### src/common/iossi_pkg.sv
// package for the i/o startup status indicator sequencer
package iossi_pkg;

    // ------------------------------------------------------------
    // phase timing (cycles of the 40 mhz clock)
    // ------------------------------------------------------------
    localparam int unsigned IOSSI_CLOCK_MHZ = 40;
    localparam int unsigned IOSSI_PHASE_US = 100;
    localparam int unsigned IOSSI_PHASE_CYCLES =
        IOSSI_PHASE_US * IOSSI_CLOCK_MHZ;
    localparam int unsigned IOSSI_CYCLE_US = 10;
    localparam int unsigned IOSSI_CYCLE_CYCLES =
        IOSSI_CYCLE_US * IOSSI_CLOCK_MHZ;
    localparam int unsigned IOSSI_COUNT_WIDTH = 16;

    // ------------------------------------------------------------
    // indicator patterns {error, bus_a, bus_b, run}
    // ------------------------------------------------------------
    localparam logic [3:0] IOSSI_LED_RESET = 4'h0;
    localparam logic [3:0] IOSSI_LED_COORD_A = 4'h0;
    localparam logic [3:0] IOSSI_LED_COORD_B = 4'h4;
    localparam logic [3:0] IOSSI_LED_SELFTEST = 4'h6;
    localparam logic [3:0] IOSSI_LED_BUS_1 = 4'h2;
    localparam logic [3:0] IOSSI_LED_BUS_2 = 4'h7;
    localparam logic [3:0] IOSSI_LED_RUN = 4'h1;
    localparam logic [3:0] IOSSI_LED_ERR_LOCAL_RAM = 4'hc;
    localparam logic [3:0] IOSSI_LED_ERR_DUAL_PORT_RAM = 4'ha;
    localparam logic [3:0] IOSSI_LED_ERR_ADDRESS_BUS = 4'he;
    localparam logic [3:0] IOSSI_LED_ERR_PROGRAM_MEMORY = 4'h8;
    localparam logic [3:0] IOSSI_LED_ERR_WATCHDOG = 4'hf;

    // self-test error kinds
    typedef enum logic [2:0] {
        IOSSI_ERR_NONE = 3'h0,
        IOSSI_ERR_LOCAL_RAM = 3'h1,
        IOSSI_ERR_DUAL_PORT_RAM = 3'h2,
        IOSSI_ERR_ADDRESS_BUS = 3'h3,
        IOSSI_ERR_PROGRAM_MEMORY = 3'h4,
        IOSSI_ERR_WATCHDOG = 3'h5
    } iossi_error_t;

    // sequencer states, gray coded along the startup path
    typedef enum logic [3:0] {
        IOSSI_COORD_A = 4'h0,
        IOSSI_COORD_B = 4'h1,
        IOSSI_FETCH = 4'h3,
        IOSSI_SELFTEST = 4'h2,
        IOSSI_BUS_1 = 4'h6,
        IOSSI_BUS_2 = 4'h7,
        IOSSI_CYCLIC = 4'h5,
        IOSSI_HALT = 4'hc
    } iossi_state_t;

    // indicator outputs as one carrier
    typedef struct packed {
        logic error_indicator;
        logic bus_a_indicator;
        logic bus_b_indicator;
        logic run_indicator;
    } iossi_leds_t;

endpackage

### src/hdl/iossi_sequencer.sv
// startup, self-test and cyclic sequencer with front-panel indicators
// Behaviour
// - every startup runs initialization and self-test before bus bring-up
// - fetch configuration at startup, process it periodically when cyclic
// - indicators: off, A; A+B; B; A+B+run; run alone
// - dark intervals between phases are allowed and not errors
// - bus bring-up starts only after self-test passes without error
// - self-test error halts startup, error indicator lit until reset
// - halt pattern on bus A, bus B, run encodes the error type
// - after bring-up run cyclically, updating image each cycle, run only lit
// - run indicator lit alone marks success; image keeps refreshing while run is lit alone
// - the i/o bus is split into two branches, bus A and bus B
`timescale 1ns/1ps
`default_nettype none

module iossi_sequencer
    import iossi_pkg::*;
#(
    parameter int unsigned PHASE_CYCLES = IOSSI_PHASE_CYCLES,
    parameter int unsigned CYCLE_CYCLES = IOSSI_CYCLE_CYCLES
) (
    // clock and reset
    input wire logic clock,
    input wire logic reset,
    // configuration fetch from host memory
    output logic config_fetch_request,
    input wire logic config_fetch_done,
    // self-test engine
    output logic self_test_start,
    input wire logic self_test_done,
    input wire iossi_pkg::iossi_error_t self_test_error,
    // i/o bus branches
    output logic bus_a_bring_up,
    output logic bus_b_bring_up,
    input wire logic bus_bring_up_done,
    output logic image_update,
    // status
    output logic halted,
    output iossi_pkg::iossi_leds_t leds
);
    import iossi_pkg::*;

    iossi_state_t state;
    iossi_state_t next_state;
    logic [IOSSI_COUNT_WIDTH-1:0] timer;
    logic [IOSSI_COUNT_WIDTH-1:0] cycle_timer;
    iossi_error_t error_kind;
    logic phase_done;

    assign phase_done = (timer == IOSSI_COUNT_WIDTH'(PHASE_CYCLES - 1));

    // ------------------------------------------------------------
    // stop pattern decode
    // ------------------------------------------------------------
    // codes outside the table show the error lamp alone
    function automatic iossi_leds_t halt_pattern(input iossi_error_t kind);
        case (kind)
            IOSSI_ERR_LOCAL_RAM: begin
                return IOSSI_LED_ERR_LOCAL_RAM;
            end
            IOSSI_ERR_DUAL_PORT_RAM: begin
                return IOSSI_LED_ERR_DUAL_PORT_RAM;
            end
            IOSSI_ERR_ADDRESS_BUS: begin
                return IOSSI_LED_ERR_ADDRESS_BUS;
            end
            IOSSI_ERR_WATCHDOG: begin
                return IOSSI_LED_ERR_WATCHDOG;
            end
            default: begin
                return IOSSI_LED_ERR_PROGRAM_MEMORY;
            end
        endcase
    endfunction

    // ------------------------------------------------------------
    // state sequencing
    // ------------------------------------------------------------
    always_comb begin
        next_state = state;
        case (state)
            IOSSI_COORD_A: begin
                if (phase_done) begin
                    next_state = IOSSI_COORD_B;
                end
            end
            IOSSI_COORD_B: begin
                if (phase_done) begin
                    next_state = IOSSI_FETCH;
                end
            end
            IOSSI_FETCH: begin
                if (config_fetch_done) begin
                    next_state = IOSSI_SELFTEST;
                end
            end
            IOSSI_SELFTEST: begin
                if (self_test_done) begin
                    if (self_test_error != IOSSI_ERR_NONE) begin
                        next_state = IOSSI_HALT;
                    end else begin
                        next_state = IOSSI_BUS_1;
                    end
                end
            end
            IOSSI_BUS_1: begin
                if (phase_done) begin
                    next_state = IOSSI_BUS_2;
                end
            end
            IOSSI_BUS_2: begin
                if (bus_bring_up_done && phase_done) begin
                    next_state = IOSSI_CYCLIC;
                end
            end
            IOSSI_CYCLIC: next_state = IOSSI_CYCLIC;
            IOSSI_HALT: next_state = IOSSI_HALT;
            default: next_state = IOSSI_COORD_A;
        endcase
    end

    always_ff @(posedge clock or posedge reset) begin
        if (reset) begin
            state <= IOSSI_COORD_A;
        end else begin
            state <= next_state;
        end
    end

    // phase timer restarts on every state change
    always_ff @(posedge clock or posedge reset) begin
        if (reset) begin
            timer <= '0;
        end else if (next_state != state || phase_done) begin
            timer <= '0;
        end else begin
            timer <= timer + 1'b1;
        end
    end

    // error type captured once, held until reset
    always_ff @(posedge clock or posedge reset) begin
        if (reset) begin
            error_kind <= IOSSI_ERR_NONE;
        end else if (state == IOSSI_SELFTEST && self_test_done) begin
            error_kind <= self_test_error;
        end
    end

    // ------------------------------------------------------------
    // cyclic image refresh
    // ------------------------------------------------------------
    // divider for the refresh rate, idle outside cyclic mode
    always_ff @(posedge clock or posedge reset) begin
        if (reset) begin
            cycle_timer <= '0;
        end else if (state != IOSSI_CYCLIC) begin
            cycle_timer <= '0;
        end else if (cycle_timer == IOSSI_COUNT_WIDTH'(CYCLE_CYCLES - 1)) begin
            cycle_timer <= '0;
        end else begin
            cycle_timer <= cycle_timer + 1'b1;
        end
    end

    // one-cycle refresh strobe at each divider wrap
    always_ff @(posedge clock or posedge reset) begin
        if (reset) begin
            image_update <= 1'b0;
        end else begin
            image_update <= (state == IOSSI_CYCLIC)
                && (cycle_timer == '0);
        end
    end

    // ------------------------------------------------------------
    // handshake outputs
    // ------------------------------------------------------------
    assign config_fetch_request = (state == IOSSI_FETCH);
    assign self_test_start = (state == IOSSI_SELFTEST);
    // both branches raised together, for the bring-up phases only
    assign bus_a_bring_up = (state == IOSSI_BUS_1)
        || (state == IOSSI_BUS_2);
    assign bus_b_bring_up = bus_a_bring_up;

    // ------------------------------------------------------------
    // indicators, registered
    // ------------------------------------------------------------
    // stop flag follows the sequencer, cleared only by reset
    always_ff @(posedge clock or posedge reset) begin
        if (reset) begin
            halted <= 1'b0;
        end else begin
            halted <= (next_state == IOSSI_HALT);
        end
    end

    always_ff @(posedge clock or posedge reset) begin
        if (reset) begin
            leds <= IOSSI_LED_RESET;
        end else begin
            case (next_state)
                IOSSI_COORD_A: leds <= IOSSI_LED_COORD_A;
                IOSSI_COORD_B: leds <= IOSSI_LED_COORD_B;
                // dark while the fetch runs, a permitted gap
                IOSSI_FETCH: leds <= IOSSI_LED_RESET;
                IOSSI_SELFTEST: leds <= IOSSI_LED_SELFTEST;
                IOSSI_BUS_1: leds <= IOSSI_LED_BUS_1;
                IOSSI_BUS_2: leds <= IOSSI_LED_BUS_2;
                IOSSI_CYCLIC: leds <= IOSSI_LED_RUN;
                IOSSI_HALT: begin
                    // error lamp lit on every kind, marked means on
                    if (state == IOSSI_HALT) begin
                        leds <= halt_pattern(error_kind);
                    end else begin
                        leds <= halt_pattern(self_test_error);
                    end
                end
                default: leds <= IOSSI_LED_RESET;
            endcase
        end
    end

endmodule

`default_nettype wire

### config.mk
export PLATFORM = sky130hd
export DESIGN_NAME = iossi_sequencer
export DESIGN_NICKNAME = d
export VERILOG_FILES = /design/src/common/iossi_pkg.sv /design/src/hdl/iossi_sequencer.sv
export SDC_FILE = /design/constraint.sdc
export NUM_CORES = 1
export LEC_CHECK = 0
export CAP_MARGIN = 15
export CORE_UTILIZATION = 45
export CTS_CLUSTER_DIAMETER = 60
export DETAILED_ROUTE_END_ITERATION = 8
export DONT_BUFFER_PORTS = 1
export SYNTH_ARGS = -nofsm -noshare
export SYNTH_HDL_FRONTEND = slang
export SYNTH_SLANG_ARGS = --single-unit
### constraint.sdc
create_clock -name clock -period 1.8 [get_ports clock]
set_input_delay 0.27 -clock clock [delete_from_list [all_inputs] [get_ports clock]]
set_output_delay 0.27 -clock clock [all_outputs]
set_load 0.05 [all_outputs]
==> flow_metrics.py, run 1 <==
metrics = {
    "yosys": {
        "synth_cells": 250,
        "ys_ff_latch": 45,
        "synth.distinct_cells": 46,
        "ys_top_cells_by_area": "dfrtp_1 (47%), nor2_1 (6.7%), xor2_1 (5.8%), xnor2_1 (4.4%), nand3_1 (3.8%)",
        "synthArstFlopShare": 1.00,
        "synth_fp_nets": 261,
        "yosysTopAreaCellShare": 0.470,
        "synth_edf_count": 0,
        "synth_seq_area_share": 0.470,
        "yosysWarnings": 0,
        "netlist_area_um2": 2400,
        "synth-main-ff-cell": "dfrtp_1",
        "syn_area_per_cell_um2": 9.58,
        "synth_top_area_cell": "dfrtp_1",
    },
    "grt": {
        "grt_start_max_net_pins": 25,
        "grt_pass1_wl_mm": 7.53,
        "antenna_found_initial": 0,
        "grt.overflow.total": 0,
        "grt_usage": 0.180,
        "grt_pass1_vias": 1704,
    },
    "placed_design": {
        "numPortBuffers": 0,
        "place_congestion": 0.806,
        "post-place-ws_ns": 0.0310,
        "dp_hpwl_mm": 3.24,
    },
    "sta": {
        "worstMarginPinSlew_ns": 0.541,
        "max_freq_mhz": 581,
        "relSlewSlack": 0.639,
        "finalHoldViolations": 0,
        "fin_skew_ns": 0.00993,
        "post-route-min-period_ns": 1.72,
        "finalSetupTns_ns": 0,
        "grt_setup_unrepaired": "no",
        "setup_violations": 0,
        "maxSlewViolCount": 0,
        "finalCritPeriodShare": 0.956,
        "fin_ws_ns": 0.0795,
    },
    "hold_path": {
        "hold_depth": 1,
        "hp-class": "input port to flop",
    },
    "worst_setup_path": {
        "worstPathCellList": "nor4_4, nand4_1, or2_1, a32oi_1, o221ai_1",
        "startpoint_type": "flop",
        "worstSetupEndpointType": "flop",
        "crit_fanout": 5,
        "slowest_stage": "dfrtp_1",
        "slowest_delay_ns": 0.46,
        "critPathRequiredTime_ns": 1.96,
        "crit_type": "flop to flop",
        "r2r_cells": 5,
        "worst_ep_arrival_time_ns": 1.88,
    },
    "route": {
        "first_pass_iters": 4,
        "drt_iter0_drc": 92,
        "drc": 0,
        "ant_nets": 0,
        "dr_total_vias": 1773,
        "routed_via_density": 5.36,
        "wl_per_cell_um": 13.4,
        "totalWireLength_mm": 4.43,
    },
    "clocking": {
        "clk_latency_ns": 0.30,
        "clock_sinks": 45,
        "h-tree-depth": 2,
        "clk_pin_slew_worst_paths_ns": 0.08,
        "cts_root_buffer": "clkbuf_8",
        "cts_tree": "yes",
        "numCtsBuffers": 5,
        "clockBufferDepth": 2,
        "postCtsSetupBuffers": 0,
    },
    "run_status": {
        "outcome": "finished clean",
    },
    "floorplan": {
        "core_area_um2": 5110,
        "initial_core_util": 0.469,
        "io_pins": 18,
        "row_count": 26,
        "die_w_um": 75.0,
        "dieArea_um2": 5620,
        "die_h_um": 75.0,
    },
    "finish": {
        "syn_to_final_growth_pct": 11.3,
        "diodes": 0,
        "fin_nets": 272,
        "layout-drive-gt1-share": 0.138,
    },
    "pwr": {
        "leakagePower_uw": 0.00117,
        "power.density_nw_per_um2": 810,
        "irDropWorstVdd_mv": 0.361,
    },
    "run": {
        "cap_violations": 0,
    },
}
stage by stage:
step | total power (µW) | cells | utilization | hold WS (ns) | cell area, µm²
after floorplan | 1460 | 250 | - | 0.420 | 2400
after global placement | 1520 | 323 | 0.500 | 0.226 | 2550
after detailed placement | 1530 | 323 | 0.500 | 0.233 | 2550
after CTS | 2170 | 331 | 0.519 | 0.104 | 2650
after global routing | 2280 | 331 | 0.522 | 0.101 | 2670
final | 2160 | 331 | 0.522 | 0.115 | 2670
synthesized netlist by cell type (4+ instances only):
cell type	number
nor3_1	5
nand2b_1	5
inv_1	12
and3_1	6
buf_2	5
nand2_1	17
xor2_1	16
nor2b_1	4
o21ai_1	4
dfrtp_1	45
nor2_1	43
nand3_1	18
xnor2_1	12
nand4_1	8
power by group:
group          total (µW)  switching (µW)  internal [µW]
Combinational         310             155            155
Clock                 635             331            304
Sequential           1220             114           1100
state kept, by name, indices dropped and copies added, names as in the netlist:
name	cells
halted	1
error_kind	3
timer	16
state	4
cycle_timer	16
leds	4
image_update	1
cells by family after synthesis:
kind of cell / synth area share
flops: 0.470
mux: 0.0141
fa+ha+maj: 0.0157
compound gates: 0.0710
buf+inv: 0.0371
simple gates: 0.290
xor+xnor: 0.102
cell type report:
type | count | area (µm²)
clock buffer | 6 | 82.6
timing repair buffer | 12 | 118
tap | 70 | 87.6
multi-input combinational | 184 | 1200
inverter | 13 | 48.8
fill | 484 | 2440
clock inverter | 1 | 7.51
sequential | 45 | 1130
final timing paths:
| check | slack (ns) | to | start |
|---|---|---|---|
| hold reg to reg | 0.49 | timer[0]$_DFF_PP0_ | timer[0]$_DFF_PP0_ |
| max in group asynchronous | 0.83 | cycle_timer[1]$_DFF_PP0_ | reset |
| setup reg to reg | 0.08 | leds[2]$_DFF_PP0_ | timer[5]$_DFF_PP0_ |
| min in group asynchronous | 0.47 | cycle_timer[8]$_DFF_PP0_ | reset |
| hold / removal | 0.11 | error_kind[0]$_DFFE_PP0P_ | self_test_error[0] |
| setup / recovery | 0.08 | leds[2]$_DFF_PP0_ | timer[5]$_DFF_PP0_ |
layout by cell type, fill, tap and decap left out, types with 3 or more instances in the layout:
| cell | n |
|---|---|
| xnor2_1 | 12 |
| dfrtp_1 | 45 |
| nor2b_1 | 3 |
| nand4_1 | 8 |
| clkbuf_8 | 6 |
| mux2_2 | 3 |
| nor4_1 | 3 |
| and2_1 | 3 |
| o21ai_1 | 4 |
| xor2_1 | 16 |
| nand3_1 | 18 |
| nor3_1 | 5 |
| nand2b_1 | 5 |
| nand2_1 | 17 |
| buf_4 | 9 |
| nor2_1 | 43 |
| inv_1 | 11 |
| and3_1 | 6 |
routing by layer:
| layer | global-route usage | routed length, µm | vias to the layer above |
|---|---|---|---|
| met3 | 0.0335 | 169 | 9 |
| met5 | 0 | 0 | - |
| met1 | 0.239 | 2140 | 846 |
| met2 | 0.283 | 2010 | 33 |
| met4 | 0.0881 | 102 | 0 |
| li1 | - | - | 885 |
timing repair:
action | 4_1_cts | 5_1_grt
resized for setup | 0 | 5
endpoints found under the setup margin | 0 | 5
hold endpoints to repair | 23 | 0
hold buffers | 1 | 0
critical path: cells and delay by family, from the launching register on:
kind             cells  cell delay (ns)
AO/OA/AOI/OAI        2             0.35
flip-flops           1             0.46
AND/OR/NAND/NOR      3             0.78
Power figures use the tool's default switching activity.
==> run 2, diff against run 1 <==
GPL_TIMING_DRIVEN = 0   (was unset)
==> run 2 against run 1 <==
Compared with the run above: routed wire length rose by 0.61%; total power rose by 7.4%; count of clock-buffer cells in the layout rose by 1; global-route usage fell by 0.36 points; first-iteration DRC count fell by 30%; clock power rose by 23%; sequential power barely moved; via count fell by 0.34%; hold slack improved by 0.0084 ns; die area did not move; critical path type is now flop to primary output; largest cell class unchanged; largest power group unchanged.
==> flow_metrics.py, run 2 (synthesized netlist as in run 1, its figures left out) <==
metrics = {
    "run_status": {
        "outcome": "finished clean",
    },
    "placed_design": {
        "post-place-ws_ns": -0.0700,
        "place_congestion": 0.826,
        "numPortBuffers": 0,
        "dp_hpwl_mm": 3.16,
        "placed_cells": 321,
    },
    "clocking": {
        "cts_root_buffer": "clkbuf_8",
        "clk_pin_slew_worst_paths_ns": 0.08,
        "clockBufferDepth": 2,
        "clock_sinks": 45,
        "h-tree-depth": 2,
        "numCtsBuffers": 5,
        "clk_latency_ns": 0.29,
        "cts_tree": "yes",
    },
    "floorplan": {
        "initial_core_util": 0.469,
        "core_area_um2": 5110,
        "io_pins": 18,
        "row_count": 26,
        "die_w_um": 75.0,
        "die_h_um": 75.0,
        "dieArea_um2": 5620,
    },
    "finish": {
        "fin_nets": 275,
        "utilization": 0.538,
        "layout-drive-gt1-share": 0.170,
        "fin_cells": 335,
        "reg_top3": "cycle_timer (16), timer (16)",
        "final_cell_mix": "dfrtp_1 (44), nor2_1 (41), nand3_1 (18), nand2_1 (17), xor2_1 (16)",
        "syn_to_final_growth_pct": 14.6,
        "diodes": 0,
        "final_common_cell": "dfrtp_1",
    },
    "route": {
        "wl_per_cell_um": 13.3,
        "drc": 0,
        "drt_iter0_drc": 64,
        "dr_total_vias": 1767,
        "first_pass_iters": 4,
        "ant_nets": 0,
        "routed_via_density": 5.27,
        "totalWireLength_mm": 4.46,
    },
    "grt": {
        "grt-busiest-layer": "met2",
        "antenna_found_initial": 0,
        "grt_use_met3": 0.0402,
        "grt_pass1_vias": 1636,
        "grt_util_met2": 0.284,
        "grt_start_max_net_pins": 36,
        "grt_usage": 0.176,
        "grt.overflow.total": 0,
        "grt_pass1_wl_mm": 7.55,
        "use_met1": 0.241,
    },
    "sta": {
        "post-route-min-period_ns": 1.72,
        "relSlewSlack": 0.694,
        "maxSlewViolCount": 0,
        "fin_skew_ns": 0.00949,
        "fin_ws_ns": 0.0776,
        "finalHoldViolations": 0,
        "worstMarginPinSlew_ns": 0.460,
        "grt_setup_unrepaired": "yes",
        "max_freq_mhz": 581,
        "hold_ws_ns": 0.123,
        "setup_violations": 0,
        "finalCritPeriodShare": 0.957,
    },
    "worst_setup_path": {
        "r2r_cells": 6,
        "worst_ep_arrival_time_ns": 1.45,
        "r2r-end": "leds[2]$_DFF_PP0_",
        "critPathRequiredTime_ns": 1.53,
        "timing.rr.start": "timer[0]$_DFF_PP0_",
        "crit_start": "state[0]$_DFF_PP0_",
        "worstSetupEndpointType": "primary output",
        "crit_type": "flop to primary output",
        "startpoint_type": "flop",
        "crit_fanout": 10,
        "r2r_slack_ns": 0.09,
    },
    "hold_path": {
        "min_from": "self_test_error[1]",
        "whs_endpoint": "error_kind[1]$_DFFE_PP0P_",
        "hp-class": "input port to flop",
        "hold_depth": 1,
    },
    "pwr": {
        "irDropWorstVdd_mv": 0.330,
        "power.density_nw_per_um2": 845,
        "leakagePower_uw": 0.00119,
    },
    "run": {
        "cap_violations": 0,
    },
}
==> run 2: power breakdown <==
group	switching, µW	internal, µW	total, µW
Sequential	129	1100	1230
Clock	328	453	780
Combinational	147	159	307
Total	603	1720	2320
==> run 2: worst max-delay path by stage <==
stage                         to  slack, ns  cells after the start
3_5_place_dp      bus_b_bring_up      -0.07                      4
4_1_cts           bus_b_bring_up      0.004                      4
3_3_place_gp      bus_b_bring_up      -0.05                      4
6_report         self_test_start       0.08                      3
2_1_floorplan     bus_b_bring_up       0.07                      4
5_1_grt        leds[2]$_DFF_PP0_      -0.05                      6
==> run 2: metrics by stage <==
step	instance area, µm²	setup TNS (ns)	power, µW
floorplan	2400	0	1460
global placement	2480	-1.90	1510
detailed placement	2500	-0.178	1530
CTS	2660	0	2320
global route	2750	-0.0534	2450
finish	2750	0	2320
==> run 2: cell type report <==
class,instances,area (µm²)
Sequential cell,45,1130
Timing Repair Buffer,7,67.6
Inverter,13,48.8
Fill cell,488,2360
Buffer,8,46.3
Clock inverter,1,30.0
Clock buffer,7,86.3
Multi-Input combinational cell,184,1250
Tap cell,70,87.6
==> run 2: worst max-delay path: stages, from the launching register on <==
cell	delay (ns)
dfrtp_1	0.39
buf_2	0.19
or2_1	0.29
nor2_4	0.28
==> run 2: routing by layer <==
layer / wire length, µm / part of all wire
met1: 2170 / 0.49
met2: 2110 / 0.47
met3: 142 / 0.032
met4: 31 / 0.0070
met5: 0 / 0
==> run 2: timing repair <==
action,in CTS,in global routing
resized for setup,9,12
setup buffers,1,4
setup endpoints to repair,15,15
gates cloned,0,0
endpoints found under the hold margin,10,0
hold buffers,1,0
pin swaps,1,4
